==> src/smpt_pkg.sv <==
// package of constants for the pwm time base block
// assumes one core clock; all offsets are byte addresses on a 32-bit avalon-mm slave
package smpt_pkg;
	// ------------------------------------------------------------
	// register byte offsets
	// ------------------------------------------------------------
	localparam logic [4:0] OFF_CTRL      = 5'h00;
	localparam logic [4:0] OFF_PERIOD    = 5'h04;
	localparam logic [4:0] OFF_RISE      = 5'h08;
	localparam logic [4:0] OFF_FALL      = 5'h0C;
	localparam logic [4:0] OFF_COUNT     = 5'h10;
	localparam logic [4:0] OFF_INT_FLAG  = 5'h14;
	localparam logic [4:0] OFF_INT_EN    = 5'h18;
	localparam logic [4:0] OFF_FAST_FREQ = 5'h1C;

	// ------------------------------------------------------------
	// control register fields
	// ------------------------------------------------------------
	localparam int CTRL_ENABLE_BIT   = 0;
	localparam int CTRL_CLK_SEL_LSB  = 1;
	localparam int CTRL_PSC_LSB      = 3;
	localparam int CTRL_PER_SYNC_BIT = 5;
	localparam int CTRL_CARRY_INT    = 6;
	localparam int CTRL_PER_INT      = 7;
	localparam int CTRL_SYNC_SEL_LSB = 8;
	localparam int CTRL_SYNC_EN_BIT  = 12;
	localparam logic [12:0] CTRL_RESET = 13'h0000;

	// ------------------------------------------------------------
	// interrupt flag and enable fields (same layout)
	// ------------------------------------------------------------
	localparam int INT_TIMED_BIT    = 0;
	localparam int INT_SHUTDOWN_BIT = 1;
	localparam logic [1:0] INT_RESET = 2'h0;

	// ------------------------------------------------------------
	// compare registers and counter
	// ------------------------------------------------------------
	localparam logic [15:0] CMP_RESET   = 16'h0000;
	localparam logic [15:0] COUNT_MAX   = 16'hFFFF;
	localparam logic [15:0] COUNT_RESET = 16'h0000;

	// ------------------------------------------------------------
	// clock sources
	// ------------------------------------------------------------
	typedef enum logic [1:0] {
		SMPT_SRC_SYS_OSC  = 2'b00,
		SMPT_SRC_FAST     = 2'b01,
		SMPT_SRC_CLK_PIN  = 2'b10,
		SMPT_SRC_RESERVED = 2'b11
	} smpt_src_type;
	localparam int HF_OSC_MHZ    = 16;
	localparam int FAST_MULT     = 4;
	localparam int FAST_CLK_MHZ  = HF_OSC_MHZ * FAST_MULT;
	localparam int PSC_CNT_WIDTH = 3;
endpackage

==> src/smpt_tick_if.sv <==
// carrier for the prescaled controller clock tick between the prescaler and the counter
// assumes both ends sit on core_clk
`timescale 1ns/100ps
`default_nettype none
interface smpt_tick_if;
	logic tick;
	logic run;
	modport src (output tick, output run);
	modport snk (input tick, input run);
endinterface
`default_nettype wire

==> src/smpt_counter.sv <==
// 16-bit time base with period, rising and falling compare
// assumes reset events are one-cycle pulses on core_clk
`timescale 1ns/100ps
`default_nettype none
module smpt_counter (
	input  wire logic        core_clk,
	input  wire logic        resetn,
	smpt_tick_if.snk         tick_if,
	input  wire logic        per_sync_en,
	input  wire logic        ext_reset,
	input  wire logic [15:0] period_cnt,
	input  wire logic [15:0] rise_cnt,
	input  wire logic [15:0] fall_cnt,
	output logic      [15:0] count,
	output logic             carry,
	output logic             sync_period,
	output logic             period_evt,
	output logic             rise_evt,
	output logic             fall_evt
);
	logic [15:0] count_reg;
	logic [15:0] count_next;

	// compares only count on controller clock ticks
	assign sync_period = tick_if.tick && per_sync_en && (count_reg == period_cnt);
	assign rise_evt    = tick_if.tick && (count_reg == rise_cnt);
	assign fall_evt    = tick_if.tick && (count_reg == fall_cnt);
	assign period_evt  = tick_if.run && (sync_period || ext_reset);
	assign carry       = tick_if.tick && !period_evt && (count_reg == smpt_pkg::COUNT_MAX);

	// any period event clears the count, else one step per tick with wrap
	assign count_next = period_evt ? smpt_pkg::COUNT_RESET :
		(tick_if.tick ? count_reg + 16'h0001 : count_reg);
	assign count = count_reg;

	always_ff @(posedge core_clk or negedge resetn) begin
		if (!resetn) begin
			count_reg <= smpt_pkg::COUNT_RESET;
		end else begin
			count_reg <= tick_if.run ? count_next : smpt_pkg::COUNT_RESET;
		end
	end
endmodule
`default_nettype wire

==> src/smpt_prescaler.sv <==
// divider that turns selected source ticks into controller clock ticks
// assumes src_tick is a one-cycle pulse on core_clk
`timescale 1ns/100ps
`default_nettype none
module smpt_prescaler (
	input  wire logic        core_clk,
	input  wire logic        resetn,
	input  wire logic        enable,
	input  wire logic        src_tick,
	input  wire logic [1:0]  div_sel,
	smpt_tick_if.src         tick_if
);
	logic [smpt_pkg::PSC_CNT_WIDTH-1:0] cnt_reg;
	logic [smpt_pkg::PSC_CNT_WIDTH-1:0] cnt_next;
	logic [smpt_pkg::PSC_CNT_WIDTH-1:0] mask;

	// divide by 1, 2, 4 or 8
	assign mask     = smpt_pkg::PSC_CNT_WIDTH'((4'h1 << div_sel) - 4'h1);
	assign cnt_next = src_tick ? cnt_reg + 3'h1 : cnt_reg;
	assign tick_if.tick = enable && src_tick && ((cnt_reg & mask) == mask);
	assign tick_if.run  = enable;

	always_ff @(posedge core_clk or negedge resetn) begin
		if (!resetn) begin
			cnt_reg <= 3'h0;
		end else begin
			cnt_reg <= enable ? cnt_next : 3'h0;
		end
	end
endmodule
`default_nettype wire

==> src/smpt_timebase.sv <==
// top of the pwm time base: clock select, prescale, counter, registers, interrupts
// assumes an avalon-mm master on core_clk, oscillator sources as one-cycle ticks and a synchronous clock pin level
//
// Register access over Avalon-MM and the placing of the registers were chosen for this implementation.
`timescale 1ns/100ps
`default_nettype none
module smpt_timebase #(
	parameter int N_INST = 4
) (
	input  wire logic                      core_clk,
	input  wire logic                      resetn,
	// avalon-mm slave
	input  wire logic [4:0]                address,
	input  wire logic                      read,
	input  wire logic                      write,
	input  wire logic [31:0]               writedata,
	output logic      [31:0]               readdata,
	output logic                           waitrequest,
	// clock sources: oscillators as ticks, the pin as a synchronous level
	input  wire logic                      sys_osc_tick,
	input  wire logic                      fast_clk_tick,
	input  wire logic                      controller_clock_pin,
	// timer links
	input  wire logic [N_INST-1:0]         peer_sync_in,
	input  wire logic                      async_period_in,
	input  wire logic                      shutdown_evt,
	output logic                           sync_out,
	output logic      [15:0]               timer_count,
	output logic                           timer_carry,
	output logic                           rise_evt,
	output logic                           fall_evt,
	output logic                           ctrl_clk_tick,
	output logic                           irq
);
	localparam int SEL_W = (N_INST > 1) ? $clog2(N_INST) : 1;

	// ------------------------------------------------------------
	// registers
	// ------------------------------------------------------------
	logic [12:0] ctrl_reg;
	logic [15:0] period_reg;
	logic [15:0] rise_reg;
	logic [15:0] fall_reg;
	logic [1:0]  int_flag_reg;
	logic [1:0]  int_flag_next;
	logic [1:0]  int_enable_reg;
	logic        ack_reg;
	logic [31:0] readdata_reg;
	logic        pin_prev_reg;

	// ------------------------------------------------------------
	// bus decode
	// ------------------------------------------------------------
	wire        req       = read || write;
	wire        bus_fire  = req && ack_reg;
	wire        wr_fire   = write && ack_reg;
	wire        sel_ctrl  = (address == smpt_pkg::OFF_CTRL);
	wire        sel_per   = (address == smpt_pkg::OFF_PERIOD);
	wire        sel_rise  = (address == smpt_pkg::OFF_RISE);
	wire        sel_fall  = (address == smpt_pkg::OFF_FALL);
	wire        sel_cnt   = (address == smpt_pkg::OFF_COUNT);
	wire        sel_flag  = (address == smpt_pkg::OFF_INT_FLAG);
	wire        sel_en    = (address == smpt_pkg::OFF_INT_EN);
	wire        sel_freq  = (address == smpt_pkg::OFF_FAST_FREQ);
	wire [1:0]  flag_clr  = (wr_fire && sel_flag) ? writedata[1:0] : 2'h0;

	// one wait cycle per access; read data are loaded before the release
	assign waitrequest = req && !ack_reg;
	assign readdata    = readdata_reg;

	// ------------------------------------------------------------
	// control fields
	// ------------------------------------------------------------
	wire                   mod_enable  = ctrl_reg[smpt_pkg::CTRL_ENABLE_BIT];
	wire [1:0]             clk_sel     = ctrl_reg[smpt_pkg::CTRL_CLK_SEL_LSB +: 2];
	wire [1:0]             psc_sel     = ctrl_reg[smpt_pkg::CTRL_PSC_LSB +: 2];
	wire                   per_sync_en = ctrl_reg[smpt_pkg::CTRL_PER_SYNC_BIT];
	wire                   carry_int   = ctrl_reg[smpt_pkg::CTRL_CARRY_INT];
	wire                   per_int     = ctrl_reg[smpt_pkg::CTRL_PER_INT];
	wire [3:0]             sync_sel    = ctrl_reg[smpt_pkg::CTRL_SYNC_SEL_LSB +: 4];
	wire                   sync_src_en = ctrl_reg[smpt_pkg::CTRL_SYNC_EN_BIT];

	// ------------------------------------------------------------
	// clock source select
	// ------------------------------------------------------------
	// the pin is taken as synchronous; its rising edge is one source tick
	wire pin_tick = controller_clock_pin && !pin_prev_reg;
	smpt_pkg::smpt_src_type src_kind;
	logic src_tick;
	assign src_kind = smpt_pkg::smpt_src_type'(clk_sel);

	always_comb begin
		unique case (src_kind)
			smpt_pkg::SMPT_SRC_SYS_OSC:  src_tick = sys_osc_tick;
			smpt_pkg::SMPT_SRC_FAST:     src_tick = fast_clk_tick;
			smpt_pkg::SMPT_SRC_CLK_PIN:  src_tick = pin_tick;
			smpt_pkg::SMPT_SRC_RESERVED: src_tick = 1'b0;
		endcase
	end

	// ------------------------------------------------------------
	// peer sync select
	// ------------------------------------------------------------
	// a selection beyond the instance count picks nothing
	wire sel_in_range = (32'(sync_sel) < N_INST);
	wire peer_sync    = sync_src_en && sel_in_range && peer_sync_in[SEL_W'(sync_sel)];
	wire ext_reset    = peer_sync || async_period_in;

	// ------------------------------------------------------------
	// prescaler and counter
	// ------------------------------------------------------------
	smpt_tick_if tick_bus ();
	logic sync_period;
	logic period_evt;

	smpt_prescaler u_psc (
		.core_clk (core_clk),
		.resetn   (resetn),
		.enable   (mod_enable),
		.src_tick (src_tick),
		.div_sel  (psc_sel),
		.tick_if  (tick_bus.src)
	);

	smpt_counter u_cnt (
		.core_clk    (core_clk),
		.resetn      (resetn),
		.tick_if     (tick_bus.snk),
		.per_sync_en (per_sync_en),
		.ext_reset   (ext_reset),
		.period_cnt  (period_reg),
		.rise_cnt    (rise_reg),
		.fall_cnt    (fall_reg),
		.count       (timer_count),
		.carry       (timer_carry),
		.sync_period (sync_period),
		.period_evt  (period_evt),
		.rise_evt    (rise_evt),
		.fall_evt    (fall_evt)
	);

	assign sync_out      = period_evt;
	assign ctrl_clk_tick = tick_bus.tick;

	// ------------------------------------------------------------
	// interrupts
	// ------------------------------------------------------------
	// set wins over a write-one clear in the same cycle
	wire timed_set = (carry_int && timer_carry) || (per_int && sync_period);
	wire sd_set    = mod_enable && shutdown_evt;
	wire [1:0] flag_set = {sd_set, timed_set};
	assign int_flag_next = (int_flag_reg & ~flag_clr) | flag_set;
	assign irq = (int_flag_reg[smpt_pkg::INT_TIMED_BIT]
			&& int_enable_reg[smpt_pkg::INT_TIMED_BIT])
		|| (int_flag_reg[smpt_pkg::INT_SHUTDOWN_BIT]
			&& int_enable_reg[smpt_pkg::INT_SHUTDOWN_BIT]);

	// ------------------------------------------------------------
	// read mux
	// ------------------------------------------------------------
	logic [31:0] rd_mux;
	assign rd_mux =
		sel_ctrl ? {19'h0, ctrl_reg} :
		sel_per  ? {16'h0, period_reg} :
		sel_rise ? {16'h0, rise_reg} :
		sel_fall ? {16'h0, fall_reg} :
		sel_cnt  ? {16'h0, timer_count} :
		sel_flag ? {30'h0, int_flag_reg} :
		sel_en   ? {30'h0, int_enable_reg} :
		sel_freq ? 32'(smpt_pkg::FAST_CLK_MHZ) :
		32'h0000_0000;

	// ------------------------------------------------------------
	// register process
	// ------------------------------------------------------------
	always_ff @(posedge core_clk or negedge resetn) begin
		if (!resetn) begin
			ack_reg      <= 1'b0;
			readdata_reg <= 32'h0000_0000;
			pin_prev_reg <= 1'b0;
		end else begin
			ack_reg      <= req && !ack_reg;
			pin_prev_reg <= controller_clock_pin;
			if (read && !ack_reg) begin
				readdata_reg <= rd_mux;
			end
		end
	end

	always_ff @(posedge core_clk or negedge resetn) begin
		if (!resetn) begin
			ctrl_reg       <= smpt_pkg::CTRL_RESET;
			period_reg     <= smpt_pkg::CMP_RESET;
			rise_reg       <= smpt_pkg::CMP_RESET;
			fall_reg       <= smpt_pkg::CMP_RESET;
			int_enable_reg <= smpt_pkg::INT_RESET;
		end else if (wr_fire) begin
			if (sel_ctrl) begin
				ctrl_reg <= writedata[12:0];
			end
			if (sel_per) begin
				period_reg <= writedata[15:0];
			end
			if (sel_rise) begin
				rise_reg <= writedata[15:0];
			end
			if (sel_fall) begin
				fall_reg <= writedata[15:0];
			end
			if (sel_en) begin
				int_enable_reg <= writedata[1:0];
			end
		end
	end

	always_ff @(posedge core_clk or negedge resetn) begin
		if (!resetn) begin
			int_flag_reg <= smpt_pkg::INT_RESET;
		end else begin
			int_flag_reg <= int_flag_next;
		end
	end
endmodule
`default_nettype wire

==> config.mk <==
export PLATFORM = sky130hd
export DESIGN_NAME = smpt_timebase
export DESIGN_NICKNAME = d
export VERILOG_FILES = /design/src/smpt_pkg.sv /design/src/smpt_tick_if.sv /design/src/smpt_counter.sv /design/src/smpt_prescaler.sv /design/src/smpt_timebase.sv
export SDC_FILE = /design/constraint.sdc
export NUM_CORES = 1
export LEC_CHECK = 0
export BUFFER_PORTS_ARGS = -buffer_cell sky130_fd_sc_hd__buf_2
export CELL_PAD_IN_SITES_DETAIL_PLACEMENT = 1
export CELL_PAD_IN_SITES_GLOBAL_PLACEMENT = 2
export CORE_ASPECT_RATIO = 2
export CORE_MARGIN = 2
export CORE_UTILIZATION = 31
export DETAILED_ROUTE_END_ITERATION = 8
export PLACE_DENSITY_LB_ADDON = 0.1
export SETUP_SLACK_MARGIN = 0.05
export SLEW_MARGIN = 40
export SYNTH_ARGS = -nofsm -noshare
export SYNTH_HDL_FRONTEND = slang
export SYNTH_SLANG_ARGS = --single-unit
==> constraint.sdc <==
create_clock -name core_clk -period 1.8 [get_ports core_clk]
set_clock_uncertainty 0.2 [all_clocks]
set_input_delay 0.09 -clock core_clk [delete_from_list [all_inputs] [get_ports core_clk]]
set_output_delay 0.09 -clock core_clk [all_outputs]
set_load 0.03 [all_outputs]
## Word-level counts from Yosys, hierarchy flattened

Index checks and enable logic that the tools add are counted.

- Add/sub/neg operators: 3
- Magnitude comparators: 2
- Equal/unequal tests: 17
- Shift operators: 1
- Multiplexer cells: 17
- Bitwise logic cells: 4
- Reduce and logical (&&, ||, !) cells: 36

Operators by type and width:

| operator | number |
|---|---|
| 16-bit two-way mux | 8 |
| 16-bit == test | 3 |
| 1-bit logical AND | 21 |
| 7-bit two-way mux | 3 |
| 5-bit == test (second input constant) | 4 |
| 16-bit by 1-bit adder with 16-bit output (second input constant) | 1 |
| 16-bit == test (second input constant) | 1 |
| 5-bit by 4-bit == test with 1-bit output (second input constant) | 2 |
| 2-bit AND reduction | 5 |
| 3-bit two-way mux | 2 |
| 5-bit by 3-bit == test with 1-bit output (second input constant) | 1 |
| 5-bit zero test | 1 |
| 1-bit logical OR | 5 |
| 2-bit == test (second input constant) | 2 |
| 4-bit by 3-bit less-than comparator with 1-bit output (second input constant) | 1 |
| 1-bit case mux with 4 select lines | 1 |
| 3-bit by 1-bit adder with 3-bit output (second input constant) | 1 |
| 3-bit AND | 1 |
| 3-bit == test | 1 |
| 1-bit zero test | 3 |
| 2-bit by 3-bit less-than comparator with 1-bit output (second input constant) | 1 |
| 3-bit by 1-bit inequality test with 1-bit output (second input constant) | 1 |
| 1-bit by 2-bit left shift with 3-bit output (first input constant) | 1 |
| 3-bit by 1-bit subtractor with 3-bit output (second input constant) | 1 |
| 9 further kinds | 9 |

- Register bits: 118
- Input port bits: 50
- Output and inout port bits: 55
- Word-level logic and storage cells: 91

## Logic depth before layout (Yosys ltp)

- Depth in word-level cells: 15
- Mapped depth: 9
- Gate-level depth less buffers: 6

## By module

Synthesis repeated with hierarchy kept, for this count alone.

- Cell total of the unflattened synthesis: 516
- Area total of the unflattened synthesis: 5759.3 sq um

By module, submodules not included:

| module | instances | cells an instance | area an instance (sq um) | seq. area each (sq um) |
|---|---|---|---|---|
| smpt_timebase | 1 | 327 | 4103.9 | 2077.0 |
| smpt_counter | 1 | 172 | 1485.2 | 400.4 |
| smpt_prescaler | 1 | 17 | 170.2 | 75.1 |

## Least setup slack after synthesis

OpenSTA, ideal clock, no wires.

- Path kind: register to output
- Start point: register u_cnt.count_reg[15], in the netlist u_cnt.count[15]
- End point: output sync_out
- Arrival: 1901 ps
- Slack: -391 ps
- Stages on the path, launching flop included: 7
- Buffers on the path: 1
- Path through: dfrtp_1 buf_2 xor2_1 nor4_1 and3_1 nand3_1 a21oi_1

- Longest elaborated chain between the ends: 4

RTL lines:

| item | line | text |
|---|---|---|
| start: declaration | smpt_counter.sv:21 | `logic [15:0] count_reg;` |
| start signal: assignment | smpt_counter.sv:38 | `count_reg <= smpt_pkg::COUNT_RESET;` |
| start signal: assignment | smpt_counter.sv:40 | `count_reg <= tick_if.run ? count_next : smpt_pkg::COUNT_RESET;` |
| 16-bit == test | smpt_counter.sv:25 | `assign sync_period = tick_if.tick && per_sync_en && (count_reg == period_cnt);` |
| 1-bit logical AND | smpt_counter.sv:25 |  |
| 1-bit logical OR | smpt_counter.sv:28 | `assign period_evt = tick_if.run && (sync_period \|\| ext_reset);` |
| 1-bit logical AND | smpt_counter.sv:28 |  |
| end: declaration | smpt_timebase.sv:27 | `output logic sync_out,` |

No other way between the ends.

## Worst setup path in the final report

- Start point: register u_cnt.count_reg[2], in the netlist u_cnt.count[2]
- End point: output fall_evt

- Longest elaborated chain between the ends: 2

RTL lines:

| item | line | text |
|---|---|---|
| 16-bit == test | smpt_counter.sv:27 | `assign fall_evt = tick_if.tick && (count_reg == fall_cnt);` |
| 1-bit logical AND | smpt_counter.sv:27 |  |
| end: declaration | smpt_timebase.sv:31 | `output logic fall_evt,` |

No other way between the ends.

==> impl_results.md <==
* Synth top area cells: dfrtp_1 45%, mux2_2 9.8%, xor2_1 6.7%
* Pre-antenna DRT Iters at 4
* Final Cycle Share at 126%
* GR Util All Layers at 22.8%
* H-Tree Level Count at 3
* Synthesized area at about 5700 um2
* Yosys cell types at 67
* Worst VDD drop at 0.419 mV
* Wl on met1 at 8280 um
* Status: finished, violations left
* Core area at 18200 um2
* Clock latency on the worst-skew pair at 0.36 ns
* Final hold vios at 0
* Setup ws final at -0.459 ns
* Crit path max fanout at 4
* Compound-Gate Fraction of Synth Area at 12.3%
* Die height at around 200 um
* Area after DPL at 7150 um2
* Largest net degree at the start of global routing at 33
* Die area at 19600 um2
* Max Used Layer: met4
* Synth Area in XOR/XNOR at 8.88%
* Antenna Violating Nets Remaining at 0
* Vias per cell at 5.25
* Num ports at 105
* Crit path time final at 2.26 ns
* Syn Inst Count at 534
* # DRC at 0
* Mux share of post-synthesis cell area at about an eighth
* Fmax at 0.443 GHz
* Simple-Gate Fraction of Synth Area at 13.7%
* Hold Crit Class: in2async
* Initial antenna violation count at 0
* Antenna diodes at 0
* DIE WIDTH at 100 um
* Area Overhead vs Synth at 40.9%
* PwrDens at 853 nW/um2
* Slew Viols, Final at 0
* Seq. cell area at 2570 um2
* Area of the multi-input gates at 3140 um2
* Layout cells sized above 1 at around 48%
* Ys flop type: dfrtp_1
* Max-cap violations at 0
* Leakage power at 0.00384 uW
* Largest family of logic cells by synthesized area: simple AND/OR/NAND/NOR gates
* Worst path required time at 1.51 ns
* Area share of fa/ha/maj cells after synthesis at less than 1%
* FILL cells at 2029
* Final Instance Area at 8060 um2
* Post-Syn Area per Cell at around 11 um2
* IO Port Bufs at 72
* Met3 Wirelength at roughly 430 um
* GPL Wtd Cong at approximately 0.79
* Register area share after synthesis at 44.6%
* FFs w/ async S/R, synth at 100%
* Worst-path clk slew at ~0.070 ns
* Pre-CTS setup slack at -0.277 ns
* Drt initial violations at 146
* Post-synthesis register bit count at around 100
* Ys Warns at 0
* Yosys top cell area share at approximately 45%
* Final net count at 777
* Crit Path Category: reg2out
* Detail Placement HPWL at 16200 um
* Grt ovf at 0
* Vias in the first global route at 5571
* Unrepaired setup endpoints after global routing: yes
* Violated checks: negative setup slack
* Worst path arrival time at 1.97 ns
* CTS buffer count at 9
* CTS tree: yes
* FP Rows at 70
* Critical Path Start Type: register
* Final setup vio count at 22
* Starting Density at between 30% and 40%
* CTS max path bufs at 2
* First-pass GRT wire length at around 33000 um
* Via count at roughly 5000
* Cell taking the most area after synthesis: dfrtp_1
* Total Power at 6880 uW
* Routed WL at 21500 um
* Number of synthesized flops with an enable pin at 0
* WL per Instance at 22.7 um
* TritonCTS Sinks at 102
* Met2 wire length at 11900 um
* Crit path capture type: output port
* Setup_tns at -6.26 ns
* Clk root buf: clkbuf_16
==> through the flow <==
step / instances / util (%) / hold slack [ns]
3_5_place_dp: 897 / 39.2 / -0.124
6_report: 946 / 44.2 / 0.0363
2_1_floorplan: 549 / - / -0.406
5_1_grt: 946 / 44.2 / 0.0672
4_1_cts: 945 / 43.6 / 0.0423
3_3_place_gp: 897 / 39.2 / -0.126
==> synth_stat cells, drive strengths merged (2+ instances only) <==
cell	instances
nand3	11
mux2	63
a22oi	11
a21oi	17
nor3	3
nor2b	7
o2bb2ai	9
nor4	11
or3	7
dfrtp	102
xor2	44
o21a	9
nor2	21
o22ai	10
ha	2
or4	3
nand2	36
a22o	3
nand4	17
and3b	2
a211oi	3
o21ai	29
o31ai	4
and4	4
buf	45
inv	5
xnor2	14
and3	5
clkbuf	13
a221oi	3
mux2i	2
==> cell type report <==
class	count	area share [%]
multi-input combinational	384	39.0
sequential	102	31.9
timing repair buffer	222	21.6
tap	216	3.35
clock buffer	9	2.80
clock inverter	7	1.01
inverter	6	0.342
==> worst max-delay path: stages, from the launching register on <==
cell     delay [ns]
dfrtp_2        0.44
buf_4          0.15
xor2_1         0.21
nor4_1         0.32
nand4_1        0.22
nor2_4         0.14
buf_6          0.14
==> routing by layer <==
metal  up-vias  global-route usage [%]
met5         -                       0
met4         0                    9.99
met3        40                    2.71
met2       104                    42.2
met1      2545                    25.6
li1       2275                       -
==> where the power goes <==
group,switching [uW],internal [uW]
Combinational,1020,953
Sequential,267,2560
Clock,972,1100
Total,2260,4620
==> placed cells by master, fill, tap and decap left out, types with 7 or more instances in the layout <==
| cell type | count |
|---|---|
| buf_2 | 66 |
| o22ai_1 | 10 |
| nand2_1 | 33 |
| a21oi_1 | 7 |
| o21a_1 | 9 |
| mux2_1 | 13 |
| dfrtp_2 | 14 |
| xor2_1 | 43 |
| dlygate4sd3_1 | 21 |
| mux2_2 | 49 |
| buf_12 | 10 |
| nor2_1 | 11 |
| o2bb2ai_1 | 9 |
| o21ai_0 | 27 |
| buf_4 | 108 |
| a22oi_1 | 11 |
| nand3_1 | 7 |
| clkbuf_16 | 9 |
| xnor2_1 | 9 |
| dfrtp_1 | 88 |
| a21oi_2 | 9 |
| conb_1 | 16 |
| nand4_1 | 15 |
| buf_6 | 17 |
==> logic make-up (layout without fill, tap and decap cells) <==
| family | count (synthesis) | in the layout |
|---|---|---|
| AND/OR/NAND/NOR | 135 | 135 |
| AO/OA/AOI/OAI | 106 | 107 |
| flip-flops | 102 | 102 |
| multiplexers | 66 | 66 |
| buffers and inverters | 64 | 244 |
| XOR/XNOR | 58 | 58 |
| adder cells (fa/ha/maj) | 2 | 2 |
| other | 1 | 16 |
==> what timing repair did <==
item	CTS	global route
cloned	1	0
setup endpoints to repair	24	25
setup buffers	10	3
resized for setup	47	23
endpoints found under the hold margin	168	0
pin swaps	26	16
hold buffers	21	0
==> final timing paths <==
path                                            start                          end  slack [ns]  cells past startpoint
max reg2reg                   ctrl_reg[8]$_DFFE_PN0P_  u_cnt.count[14]$_DFFE_PN0P_       -0.29                      7
max in group asynchronous                      resetn    int_flag_reg[1]$_DFF_PN0_        0.78                      3
min                                            resetn       pin_prev_reg$_DFF_PN0_        0.04                      2
min reg2reg                   readdata[5]$_DFFE_PN0P_      readdata[5]$_DFFE_PN0P_        0.28                      2
min in group core_clk                           write      fall_reg[0]$_DFFE_PN0P_        0.12                      4
max                        u_cnt.count[2]$_DFFE_PN0P_                     fall_evt       -0.46                      6
(Power assumes the default switching activity.)
